==> config.mk <==
export PLATFORM = sky130hd
export DESIGN_NAME = pcg_cam_groups
export DESIGN_NICKNAME = d
export VERILOG_FILES = /design/src/core/pcg_pkg.sv /design/src/core/pcg_cam_groups.sv
export SDC_FILE = /design/constraint.sdc
export NUM_CORES = 2
export LEC_CHECK = 0
export BUFFER_PORTS_ARGS = -buffer_cell sky130_fd_sc_hd__buf_2
export CAP_MARGIN = 0
export CORE_MARGIN = 1
export CORE_UTILIZATION = 27
export CTS_CLUSTER_SIZE = 12
export DETAILED_ROUTE_END_ITERATION = 8
export PLACE_DENSITY = 0.4
export SYNTH_ARGS = -nofsm -noshare
export SYNTH_HDL_FRONTEND = slang
export SYNTH_SLANG_ARGS = --single-unit
==> constraint.sdc <==
create_clock -name hclk -period 7.4 [get_ports hclk]
set_clock_uncertainty 0.05 [all_clocks]
set_input_delay 0.37 -clock hclk [delete_from_list [all_inputs] [get_ports hclk]]
set_output_delay 0.37 -clock hclk [all_outputs]
set_load 0.01 [all_outputs]
==> src/core/pcg_pkg.sv <==
package pcg_pkg;
  // ---------------------------------------------------------------
  // Sizes
  // ---------------------------------------------------------------
  localparam int NGRP  = 8;
  localparam int NPROG = 2;
  localparam int PW    = 16;

  // ---------------------------------------------------------------
  // Register map (byte addresses; group register offsets are word indices)
  // ---------------------------------------------------------------
  localparam logic [11:0] A_CTRL      = 12'h000;
  localparam logic [11:0] A_STAT      = 12'h004;
  localparam logic [3:0]  GRP_BASE_HI = 4'h1;
  localparam logic [2:0]  G_CFG       = 3'h0;
  localparam logic [2:0]  G_OFF       = 3'h1;
  localparam logic [2:0]  G_WIN0      = 3'h2;
  localparam logic [2:0]  G_SP0       = 3'h3;
  localparam logic [2:0]  G_STAT      = 3'h6;

  // ---------------------------------------------------------------
  // Fields and reset values
  // ---------------------------------------------------------------
  localparam int          CTRL_PROG_BIT  = 16;
  localparam int          CFG_WVALID_LSB = 8;
  localparam int          CFG_OFF_LSB    = 0;
  localparam int          GST_EN_BIT     = 16;
  localparam int          GST_RUN_BIT    = 17;
  localparam int          GST_CHAN_LSB   = 24;
  localparam logic [7:0]  WIN_CHAN_FIRST = 8'h5b;
  localparam logic [15:0] SCALE_RST      = 16'h0168;

  typedef enum logic [2:0] {
    MODE_RESET_EN = 3'h2,
    MODE_LEVEL    = 3'h3,
    MODE_WINDOW   = 3'h4
  } pcg_mode_t;

  typedef enum logic {
    GS_IDLE = 1'b0,
    GS_RUN  = 1'b1
  } pcg_gstate_t;

  typedef struct packed {
    logic [PW-1:0] stop;
    logic [PW-1:0] start;
  } pcg_span_t;

  typedef struct packed {
    logic [2:0]       mode;
    logic [NPROG-1:0] wvalid;
    logic [PW-1:0]    offset;
  } pcg_gcfg_t;
endpackage : pcg_pkg

==> src/core/pcg_cam_groups.sv <==
// Our own choices: the AHB-Lite register port and the address map.
`timescale 1ns/1ps
`default_nettype none
// How it works
// - Reset-enable mode: armed rising edge zeroes group position, then disarms.
// - After that reset, outputs follow setpoints until the window is reached.
// - Entering idle disables outputs and re-arms the enable input.
// - Window counts as reached from forward or reverse travel.
// - Power-up position uses programmed offset; input resets are not kept.
// - Outputs may stay active up to 359 degrees after a reset.
// - Every mode is further gated by motion qualification.
// - Level mode: outputs enabled only while input high.
// - Level mode: output inside setpoints follows input level directly.
// - Level mode: position changes only by offset programming.
// - Window mode: rising edge enables outputs, position unchanged.
// - Window mode: enabled until next window start, then edge detect resumes.
// - Window mode: edges outside the window are ignored.
// - Edge modes react only to the rising edge, not high time.
// - One input window per group, channels 91 to 98.
// - Window mode: position from programmed offset, changed only by programming.
// - Window and setpoints are stored per controller program.
// - Reset-enable mode without window: active from first edge forever.
module pcg_cam_groups (
  input  wire logic                     hclk,
  input  wire logic                     hresetn,
  input  wire logic                     hsel,
  input  wire logic [31:0]              haddr,
  input  wire logic [1:0]               htrans,
  input  wire logic                     hwrite,
  input  wire logic [2:0]               hsize,
  input  wire logic [31:0]              hwdata,
  input  wire logic                     hready,
  output logic                          hreadyout,
  output logic [31:0]                   hrdata,
  output logic                          hresp,
  input  wire logic [pcg_pkg::PW-1:0]   machine_pos,
  input  wire logic [pcg_pkg::NGRP-1:0] grp_enable_in,
  input  wire logic [pcg_pkg::NGRP-1:0] motion_qualified_gating,
  output logic [pcg_pkg::NGRP-1:0]      cam_out
);

  function automatic logic in_span(pcg_pkg::pcg_span_t s, logic [pcg_pkg::PW-1:0] p);
    if (s.start <= s.stop) begin
      return (p >= s.start) && (p <= s.stop);
    end
    return (p >= s.start) || (p <= s.stop);
  endfunction : in_span

  // ---------------------------------------------------------------
  // Bus slave and global registers
  // ---------------------------------------------------------------
  logic                     wr_q, wr_d;
  logic [11:2]              waddr_q, waddr_d;
  logic [31:0]              rdata_q, rdata_d;
  logic [pcg_pkg::PW-1:0]   scale_q, scale_d;
  logic                     prog_q, prog_d;
  logic [pcg_pkg::NGRP-1:0] sync1_q, sync2_q, prev_q;
  logic [pcg_pkg::NGRP-1:0] cam_q, cam_d;
  logic [pcg_pkg::NGRP-1:0] en_vec;
  logic [31:0]              grp_rd [pcg_pkg::NGRP];
  logic                     acc;
  logic                     gwsel;

  // Zero wait states: read data is fetched in the address phase
  assign hreadyout = 1'b1;
  assign hresp     = 1'b0;
  assign hrdata    = rdata_q;
  assign cam_out   = cam_q;
  assign acc       = hsel && htrans[1] && hready;
  assign gwsel     = wr_q && (waddr_q[11:8] == pcg_pkg::GRP_BASE_HI);

  always_comb begin
    wr_d    = acc && hwrite;
    waddr_d = acc ? haddr[11:2] : waddr_q;
    scale_d = scale_q;
    prog_d  = prog_q;
    rdata_d = 32'h0000_0000;
    if (wr_q && ({waddr_q, 2'b00} == pcg_pkg::A_CTRL)) begin
      scale_d = hwdata[pcg_pkg::PW-1:0];
      prog_d  = hwdata[pcg_pkg::CTRL_PROG_BIT];
    end
    if (acc && !hwrite) begin
      if (haddr[11:0] == pcg_pkg::A_CTRL) begin
        rdata_d[pcg_pkg::PW-1:0]          = scale_q;
        rdata_d[pcg_pkg::CTRL_PROG_BIT]   = prog_q;
      end else if (haddr[11:0] == pcg_pkg::A_STAT) begin
        rdata_d[7:0]  = cam_q;
        rdata_d[15:8] = en_vec;
      end else if (haddr[11:8] == pcg_pkg::GRP_BASE_HI) begin
        rdata_d = grp_rd[haddr[7:5]];
      end
    end
  end

  always_ff @(posedge hclk or negedge hresetn) begin
    if (!hresetn) begin
      wr_q    <= 1'b0;
      waddr_q <= '0;
      rdata_q <= 32'h0000_0000;
      scale_q <= pcg_pkg::SCALE_RST;
      prog_q  <= 1'b0;
      sync1_q <= '0;
      sync2_q <= '0;
      prev_q  <= '0;
      cam_q   <= '0;
    end else begin
      wr_q    <= wr_d;
      waddr_q <= waddr_d;
      rdata_q <= rdata_d;
      scale_q <= scale_d;
      prog_q  <= prog_d;
      sync1_q <= grp_enable_in;
      sync2_q <= sync1_q;
      prev_q  <= sync2_q;
      cam_q   <= cam_d;
    end
  end

  // ---------------------------------------------------------------
  // Output groups
  // ---------------------------------------------------------------
  for (genvar g = 0; g < pcg_pkg::NGRP; g++) begin : g_grp
    pcg_pkg::pcg_gcfg_t     cfg_q, cfg_d;
    pcg_pkg::pcg_span_t     win_q [pcg_pkg::NPROG];
    pcg_pkg::pcg_span_t     win_d [pcg_pkg::NPROG];
    pcg_pkg::pcg_span_t     sp_q  [pcg_pkg::NPROG];
    pcg_pkg::pcg_span_t     sp_d  [pcg_pkg::NPROG];
    pcg_pkg::pcg_gstate_t   st_q, st_d;
    logic [pcg_pkg::PW-1:0] rt_off_q, rt_off_d;
    logic                   pwin_q, pwin_d;
    logic [pcg_pkg::PW:0]   sum;
    logic [pcg_pkg::PW-1:0] pos;
    logic                   sel;
    logic                   rise;
    logic                   win_hit;
    logic                   entry;
    logic                   en;
    logic [31:0]            rd;

    assign sel  = gwsel && (waddr_q[7:5] == 3'(g));
    assign rise = sync2_q[g] && !prev_q[g];
    // Offset kept below scale, so a single subtract wraps
    assign sum = {1'b0, machine_pos} + {1'b0, rt_off_q};
    assign pos = (sum >= {1'b0, scale_q}) ? pcg_pkg::PW'(sum - {1'b0, scale_q}) : sum[pcg_pkg::PW-1:0];
    // Any position inside the span counts, whichever side it came from
    assign win_hit = cfg_q.wvalid[prog_q] && in_span(win_q[prog_q], pos);
    assign entry   = win_hit && !pwin_q;

    always_comb begin
      cfg_d    = cfg_q;
      rt_off_d = rt_off_q;
      st_d     = st_q;
      en       = 1'b0;
      pwin_d   = win_hit;
      for (int p = 0; p < pcg_pkg::NPROG; p++) begin
        win_d[p] = win_q[p];
        sp_d[p]  = sp_q[p];
        if (sel && (waddr_q[4:2] == 3'(pcg_pkg::G_WIN0 + 3'(2 * p)))) begin
          win_d[p] = hwdata;
        end
        if (sel && (waddr_q[4:2] == 3'(pcg_pkg::G_SP0 + 3'(2 * p)))) begin
          sp_d[p] = hwdata;
        end
      end
      if (sel && (waddr_q[4:2] == pcg_pkg::G_CFG)) begin
        cfg_d.mode   = hwdata[2:0];
        cfg_d.wvalid = hwdata[pcg_pkg::CFG_WVALID_LSB +: pcg_pkg::NPROG];
      end
      if (sel && (waddr_q[4:2] == pcg_pkg::G_OFF)) begin
        cfg_d.offset = hwdata[pcg_pkg::CFG_OFF_LSB +: pcg_pkg::PW];
      end
      case (cfg_q.mode)
        pcg_pkg::MODE_RESET_EN: begin
          case (st_q)
            pcg_pkg::GS_IDLE: begin
              en = 1'b0;
              if (rise) begin
                // Offset chosen so that the group reads zero next cycle
                rt_off_d = (machine_pos == '0) ? '0 : scale_q - machine_pos;
                st_d     = pcg_pkg::GS_RUN;
              end
            end
            pcg_pkg::GS_RUN: begin
              en = 1'b1;
              if (win_hit) begin
                st_d = pcg_pkg::GS_IDLE;
              end
            end
            default: st_d = pcg_pkg::GS_IDLE;
          endcase
          if (sel && (waddr_q[4:2] == pcg_pkg::G_OFF)) begin
            rt_off_d = hwdata[pcg_pkg::CFG_OFF_LSB +: pcg_pkg::PW];
          end
        end
        pcg_pkg::MODE_LEVEL: begin
          st_d     = pcg_pkg::GS_IDLE;
          en       = sync2_q[g];
          rt_off_d = cfg_d.offset;
        end
        pcg_pkg::MODE_WINDOW: begin
          rt_off_d = cfg_d.offset;
          case (st_q)
            pcg_pkg::GS_IDLE: begin
              if (rise && win_hit) begin
                st_d = pcg_pkg::GS_RUN;
              end
            end
            pcg_pkg::GS_RUN: begin
              en = 1'b1;
              if (entry) begin
                st_d = pcg_pkg::GS_IDLE;
              end
            end
            default: st_d = pcg_pkg::GS_IDLE;
          endcase
        end
        default: begin
          st_d     = pcg_pkg::GS_IDLE;
          rt_off_d = cfg_d.offset;
        end
      endcase
    end

    always_comb begin
      rd = 32'h0000_0000;
      case (haddr[4:2])
        pcg_pkg::G_CFG: begin
          rd[2:0] = cfg_q.mode;
          rd[pcg_pkg::CFG_WVALID_LSB +: pcg_pkg::NPROG] = cfg_q.wvalid;
        end
        pcg_pkg::G_OFF:  rd[pcg_pkg::PW-1:0] = cfg_q.offset;
        pcg_pkg::G_STAT: begin
          rd[pcg_pkg::PW-1:0]        = pos;
          rd[pcg_pkg::GST_EN_BIT]    = en;
          rd[pcg_pkg::GST_RUN_BIT]   = st_q;
          rd[pcg_pkg::GST_CHAN_LSB +: 8] = pcg_pkg::WIN_CHAN_FIRST + 8'(g);
        end
        default: begin
          for (int p = 0; p < pcg_pkg::NPROG; p++) begin
            if (haddr[4:2] == 3'(pcg_pkg::G_WIN0 + 3'(2 * p))) begin
              rd = win_q[p];
            end
            if (haddr[4:2] == 3'(pcg_pkg::G_SP0 + 3'(2 * p))) begin
              rd = sp_q[p];
            end
          end
        end
      endcase
    end

    assign grp_rd[g] = rd;
    assign en_vec[g] = en;
    // Motion gating sits last so it can veto every mode
    assign cam_d[g]  = en && motion_qualified_gating[g] && in_span(sp_q[prog_q], pos);

    always_ff @(posedge hclk or negedge hresetn) begin
      if (!hresetn) begin
        cfg_q    <= '0;
        st_q     <= pcg_pkg::GS_IDLE;
        rt_off_q <= '0;
        pwin_q   <= 1'b0;
        for (int p = 0; p < pcg_pkg::NPROG; p++) begin
          win_q[p] <= '0;
          sp_q[p]  <= '0;
        end
      end else begin
        cfg_q    <= cfg_d;
        st_q     <= st_d;
        rt_off_q <= rt_off_d;
        pwin_q   <= pwin_d;
        for (int p = 0; p < pcg_pkg::NPROG; p++) begin
          win_q[p] <= win_d[p];
          sp_q[p]  <= sp_d[p];
        end
      end
    end
  end

endmodule : pcg_cam_groups
`default_nettype wire

==> results by group <==
Run status
  • Run status: complete, but fails checks
  • Failing checks: negative hold slack, max-capacitance violations, max-slew violations

Drt
  • Vias per std cell: 5.75
  • DR vias: 92400
  • Residual DRC count: 0
  • Remaining antenna violation count: 0
  • Final WL: 585000 um
  • TritonRoute pass-1 iters: 5
  • Wire per inst: 36.4 um
  • Drt first-iter violations: 10700

Setup path
  • Crit Path Class: reg -> reg
  • Critical Path RT: 8.15 ns
  • R2r setup slk: 0.31 ns
  • CP endpoint kind: flop
  • Buf+Inv Stages, Crit Path: 4
  • RR Endpoint: g_grp[0].st_q$_DFF_PN0_
  • Top delay family on crit path: compound AO/OA/AOI/OAI gates
  • CP startpoint kind: flop
  • Reg-to-reg startpoint: g_grp[0].rt_off_q[0]$_DFFE_PN0P_
  • Crit path largest cell delay: 0.45 ns
  • Critical Path AT: 7.84 ns
  • Worst path slowest cell: a211o_1
  • Crit Path Max Fanout: 13
  • R2r worst-path depth: 30

Clock network
  • Clock Latency Late Sink: 0.95 ns
  • Longest Clk Path Bufs: 4
  • Sink Count: 1428
  • Setup Buffers After CTS: 0
  • Num CTS Buffers: 189
  • CTS root buffer: clkbuf_16
  • Worst-path clk slew: 0.06 ns
  • CTS tree: built
  • H-tree depth: 4

Global route
  • Met2 Use GR: 42.0%
  • GR peak layer: met1
  • First-pass GRT wire length: 783000 um
  • Gr usage total: 29.2%
  • Largest net degree at the start of global routing: 137
  • Initial antenna violation count: 92
  • Vias in the first global route: 88200
  • M1 GR Usage: 42.4%
  • Grt ovf: 0
  • Met3 Track Usage GR: 5.55%

Synth
  • Post-synthesis cell area: 0.104 mm2
  • Adder-cell share of the synthesized area: 12.8%
  • Post-synth ARST share: 100%
  • Ys flop type: dfrtp_1
  • Register area share after synthesis: 34.4%
  • Syn Inst Count: 10500
  • Netlist cell types: 103
  • YS warnings: 0
  • Compound-Gate Fraction of Synth Area: 15.6%
  • Number of synthesized flops with an enable pin: 0
  • Net Count, Synth: 11600
  • Avg Inst Size Synth: 9.90 um2
  • Post-synthesis mux area share: 21.1%
  • Largest family of logic cells by synthesized area: multiplexers
  • Xor-xnor portion of the synthesized cell area: 1.78%
  • Simple-gate area share of the yosys netlist: 10.5%
  • Synthesis-stage register bit count: 1428

Timing
  • Final-report setup violation count: 0
  • Final Critical Period: 7.09 ns
  • Fin. max-slew vios: 1
  • Final setup TNS: 0 ns
  • WHS: -0.0545 ns
  • PnR worst setup slack: 0.315 ns
  • RSZ-0062 raised after global routing: true
  • Max Clk Rate: 141 MHz
  • Relative slew slack: -0.183%
  • Worst Max-Slew Pin Slew: 1.46 ns
  • Period utilization: 95.7%
  • Fin. Hold Viols: 13

Die
  • Io pins: 148
  • Chip Width: 622 um
  • Initial Util: 27.2%
  • Core ar.: 0.383 mm2
  • Row count: 227
  • Full die area: 0.387 mm2
  • Die height: 622 um

Power
  • Maximum vdd drop: 184 uV
  • LEAKAGE: 53.8 nW
  • P per Cell Area: 222 mW/mm2

Placed design
  • # port buffers: 121
  • Routability Congestion: 0.977
  • Post-DP HPWL: 443000 um
  • Setup WS pre-CTS: -0.114 ns
  • Placed cell area: 0.114 mm2

Layout
  • Final net count: 12000
  • Filler cells: 39200
  • Most frequent cells in the layout: mux2_2 (1426), dfrtp_1 (1423), ha_1 (1022)
  • Share of cells above drive strength 1: 24.5%
  • Area grow syn2layout: 16.3%
  • Most common cell after layout, fill and taps aside: mux2_2
  • Cell area after layout: 0.121 mm2

Min path
  • Worst hold path type: in -> async

Flow run
  • Max Cap Viol: 1
## metrics by stage
step                      total power, mW  util (%)  cells
after floorplan                      12.7         -  10500
after global placement               16.9      29.8  15600
after detailed placement             17.0      29.8  15600
after CTS                            26.8      31.5  16000
after global routing                 27.8      31.6  16100
final                                26.9      31.6  16100
## cell usage after synthesis (47+ instances only)
cell type / count / area share [%]
nor3_1: 127 / 0.61
buf_2: 62 / 0.30
nor2b_1: 188 / 1.1
nand4_1: 175 / 1.1
nand3_1: 101 / 0.49
o21a_1: 89 / 0.64
o221ai_1: 47 / 0.40
nand2b_1: 98 / 0.59
a211oi_1: 93 / 0.67
o21ai_0: 606 / 2.9
mux2i_1: 402 / 3.9
nand2_1: 887 / 3.2
mux4_2: 77 / 1.7
xnor2_1: 140 / 1.2
inv_1: 429 / 1.6
o211ai_1: 101 / 0.73
a221oi_1: 114 / 0.96
a31oi_1: 60 / 0.36
ha_1: 1023 / 12
o22ai_1: 131 / 0.79
a21o_1: 261 / 1.9
a21oi_1: 637 / 3.1
mux2_2: 1429 / 15
nor2_1: 543 / 2.0
clkbuf_1: 436 / 1.6
buf_1: 103 / 0.37
dfrtp_1: 1424 / 34
xor2_1: 71 / 0.60
## where the power goes
group / total [mW] / switching [mW] / internal, mW
Clock: 9.71 / 4.08 / 5.63
Sequential: 8.14 / 0.173 / 7.96
Combinational: 9.01 / 5.88 / 3.12
Total: 26.9 / 10.1 / 16.7
## worst max path at each step
stage	start	end	slack (ns)	depth (start not counted)
2_1_floorplan	machine_pos[1]	g_grp[0].st_q$_DFF_PN0_	0.70	30
3_3_place_gp	machine_pos[0]	g_grp[5].st_q$_DFF_PN0_	-0.19	34
3_5_place_dp	machine_pos[0]	g_grp[5].st_q$_DFF_PN0_	-0.11	33
4_1_cts	g_grp[7].rt_off_q[1]$_DFFE_PN0P_	g_grp[7].st_q$_DFF_PN0_	0.30	29
5_1_grt	g_grp[7].rt_off_q[0]$_DFFE_PN0P_	g_grp[7].st_q$_DFF_PN0_	-0.09	30
6_report	g_grp[0].rt_off_q[0]$_DFFE_PN0P_	g_grp[0].st_q$_DFF_PN0_	0.31	30
## sequential cells by signal (all words and copies together), names as in the netlist, 10 cells and up
register        count
waddr_q            10
scale_q            16
g_grp.rt_off_q    128
g_grp.cfg_q       168
g_grp.win_q       512
hrdata             32
g_grp.sp_q        512
## final cells by class
class                      instances  area, um2  share of cell area (%)
antenna                           51        128                   0.106
sequential                      1428      35700                    29.6
multi-input combinational       8025      64600                    53.5
tap                             5038       6300                    5.22
timing repair buffer             766       6070                    5.02
inverter                         429       1620                    1.34
clock buffer                     260       5390                    4.46
clock inverter                    77        947                   0.784
## repair_timing
item / CTS / global route
hold buffers: 38 / 0
endpoints found under the setup margin: 0 / 9
resized for setup: 0 / 17
hold endpoints to repair: 235 / 0
## metal layers
metal	routed length [um]	up-vias
met5	182	-
met4	27500	28
met3	46000	798
met2	240000	4246
met1	271000	47700
li1	-	39600
## cells by family (layout without fill, tap and decap cells)
group	count (synthesis)	count (layout)
multiplexers	1912	1912
other	2	53
buffers and inverters	1037	1532
AND/OR/NAND/NOR	2340	2340
flip-flops	1428	1428
AO/OA/AOI/OAI	2508	2508
adder cells (fa/ha/maj)	1052	1052
XOR/XNOR	211	211
No activity file was read; power rests on OpenSTA's default activity.
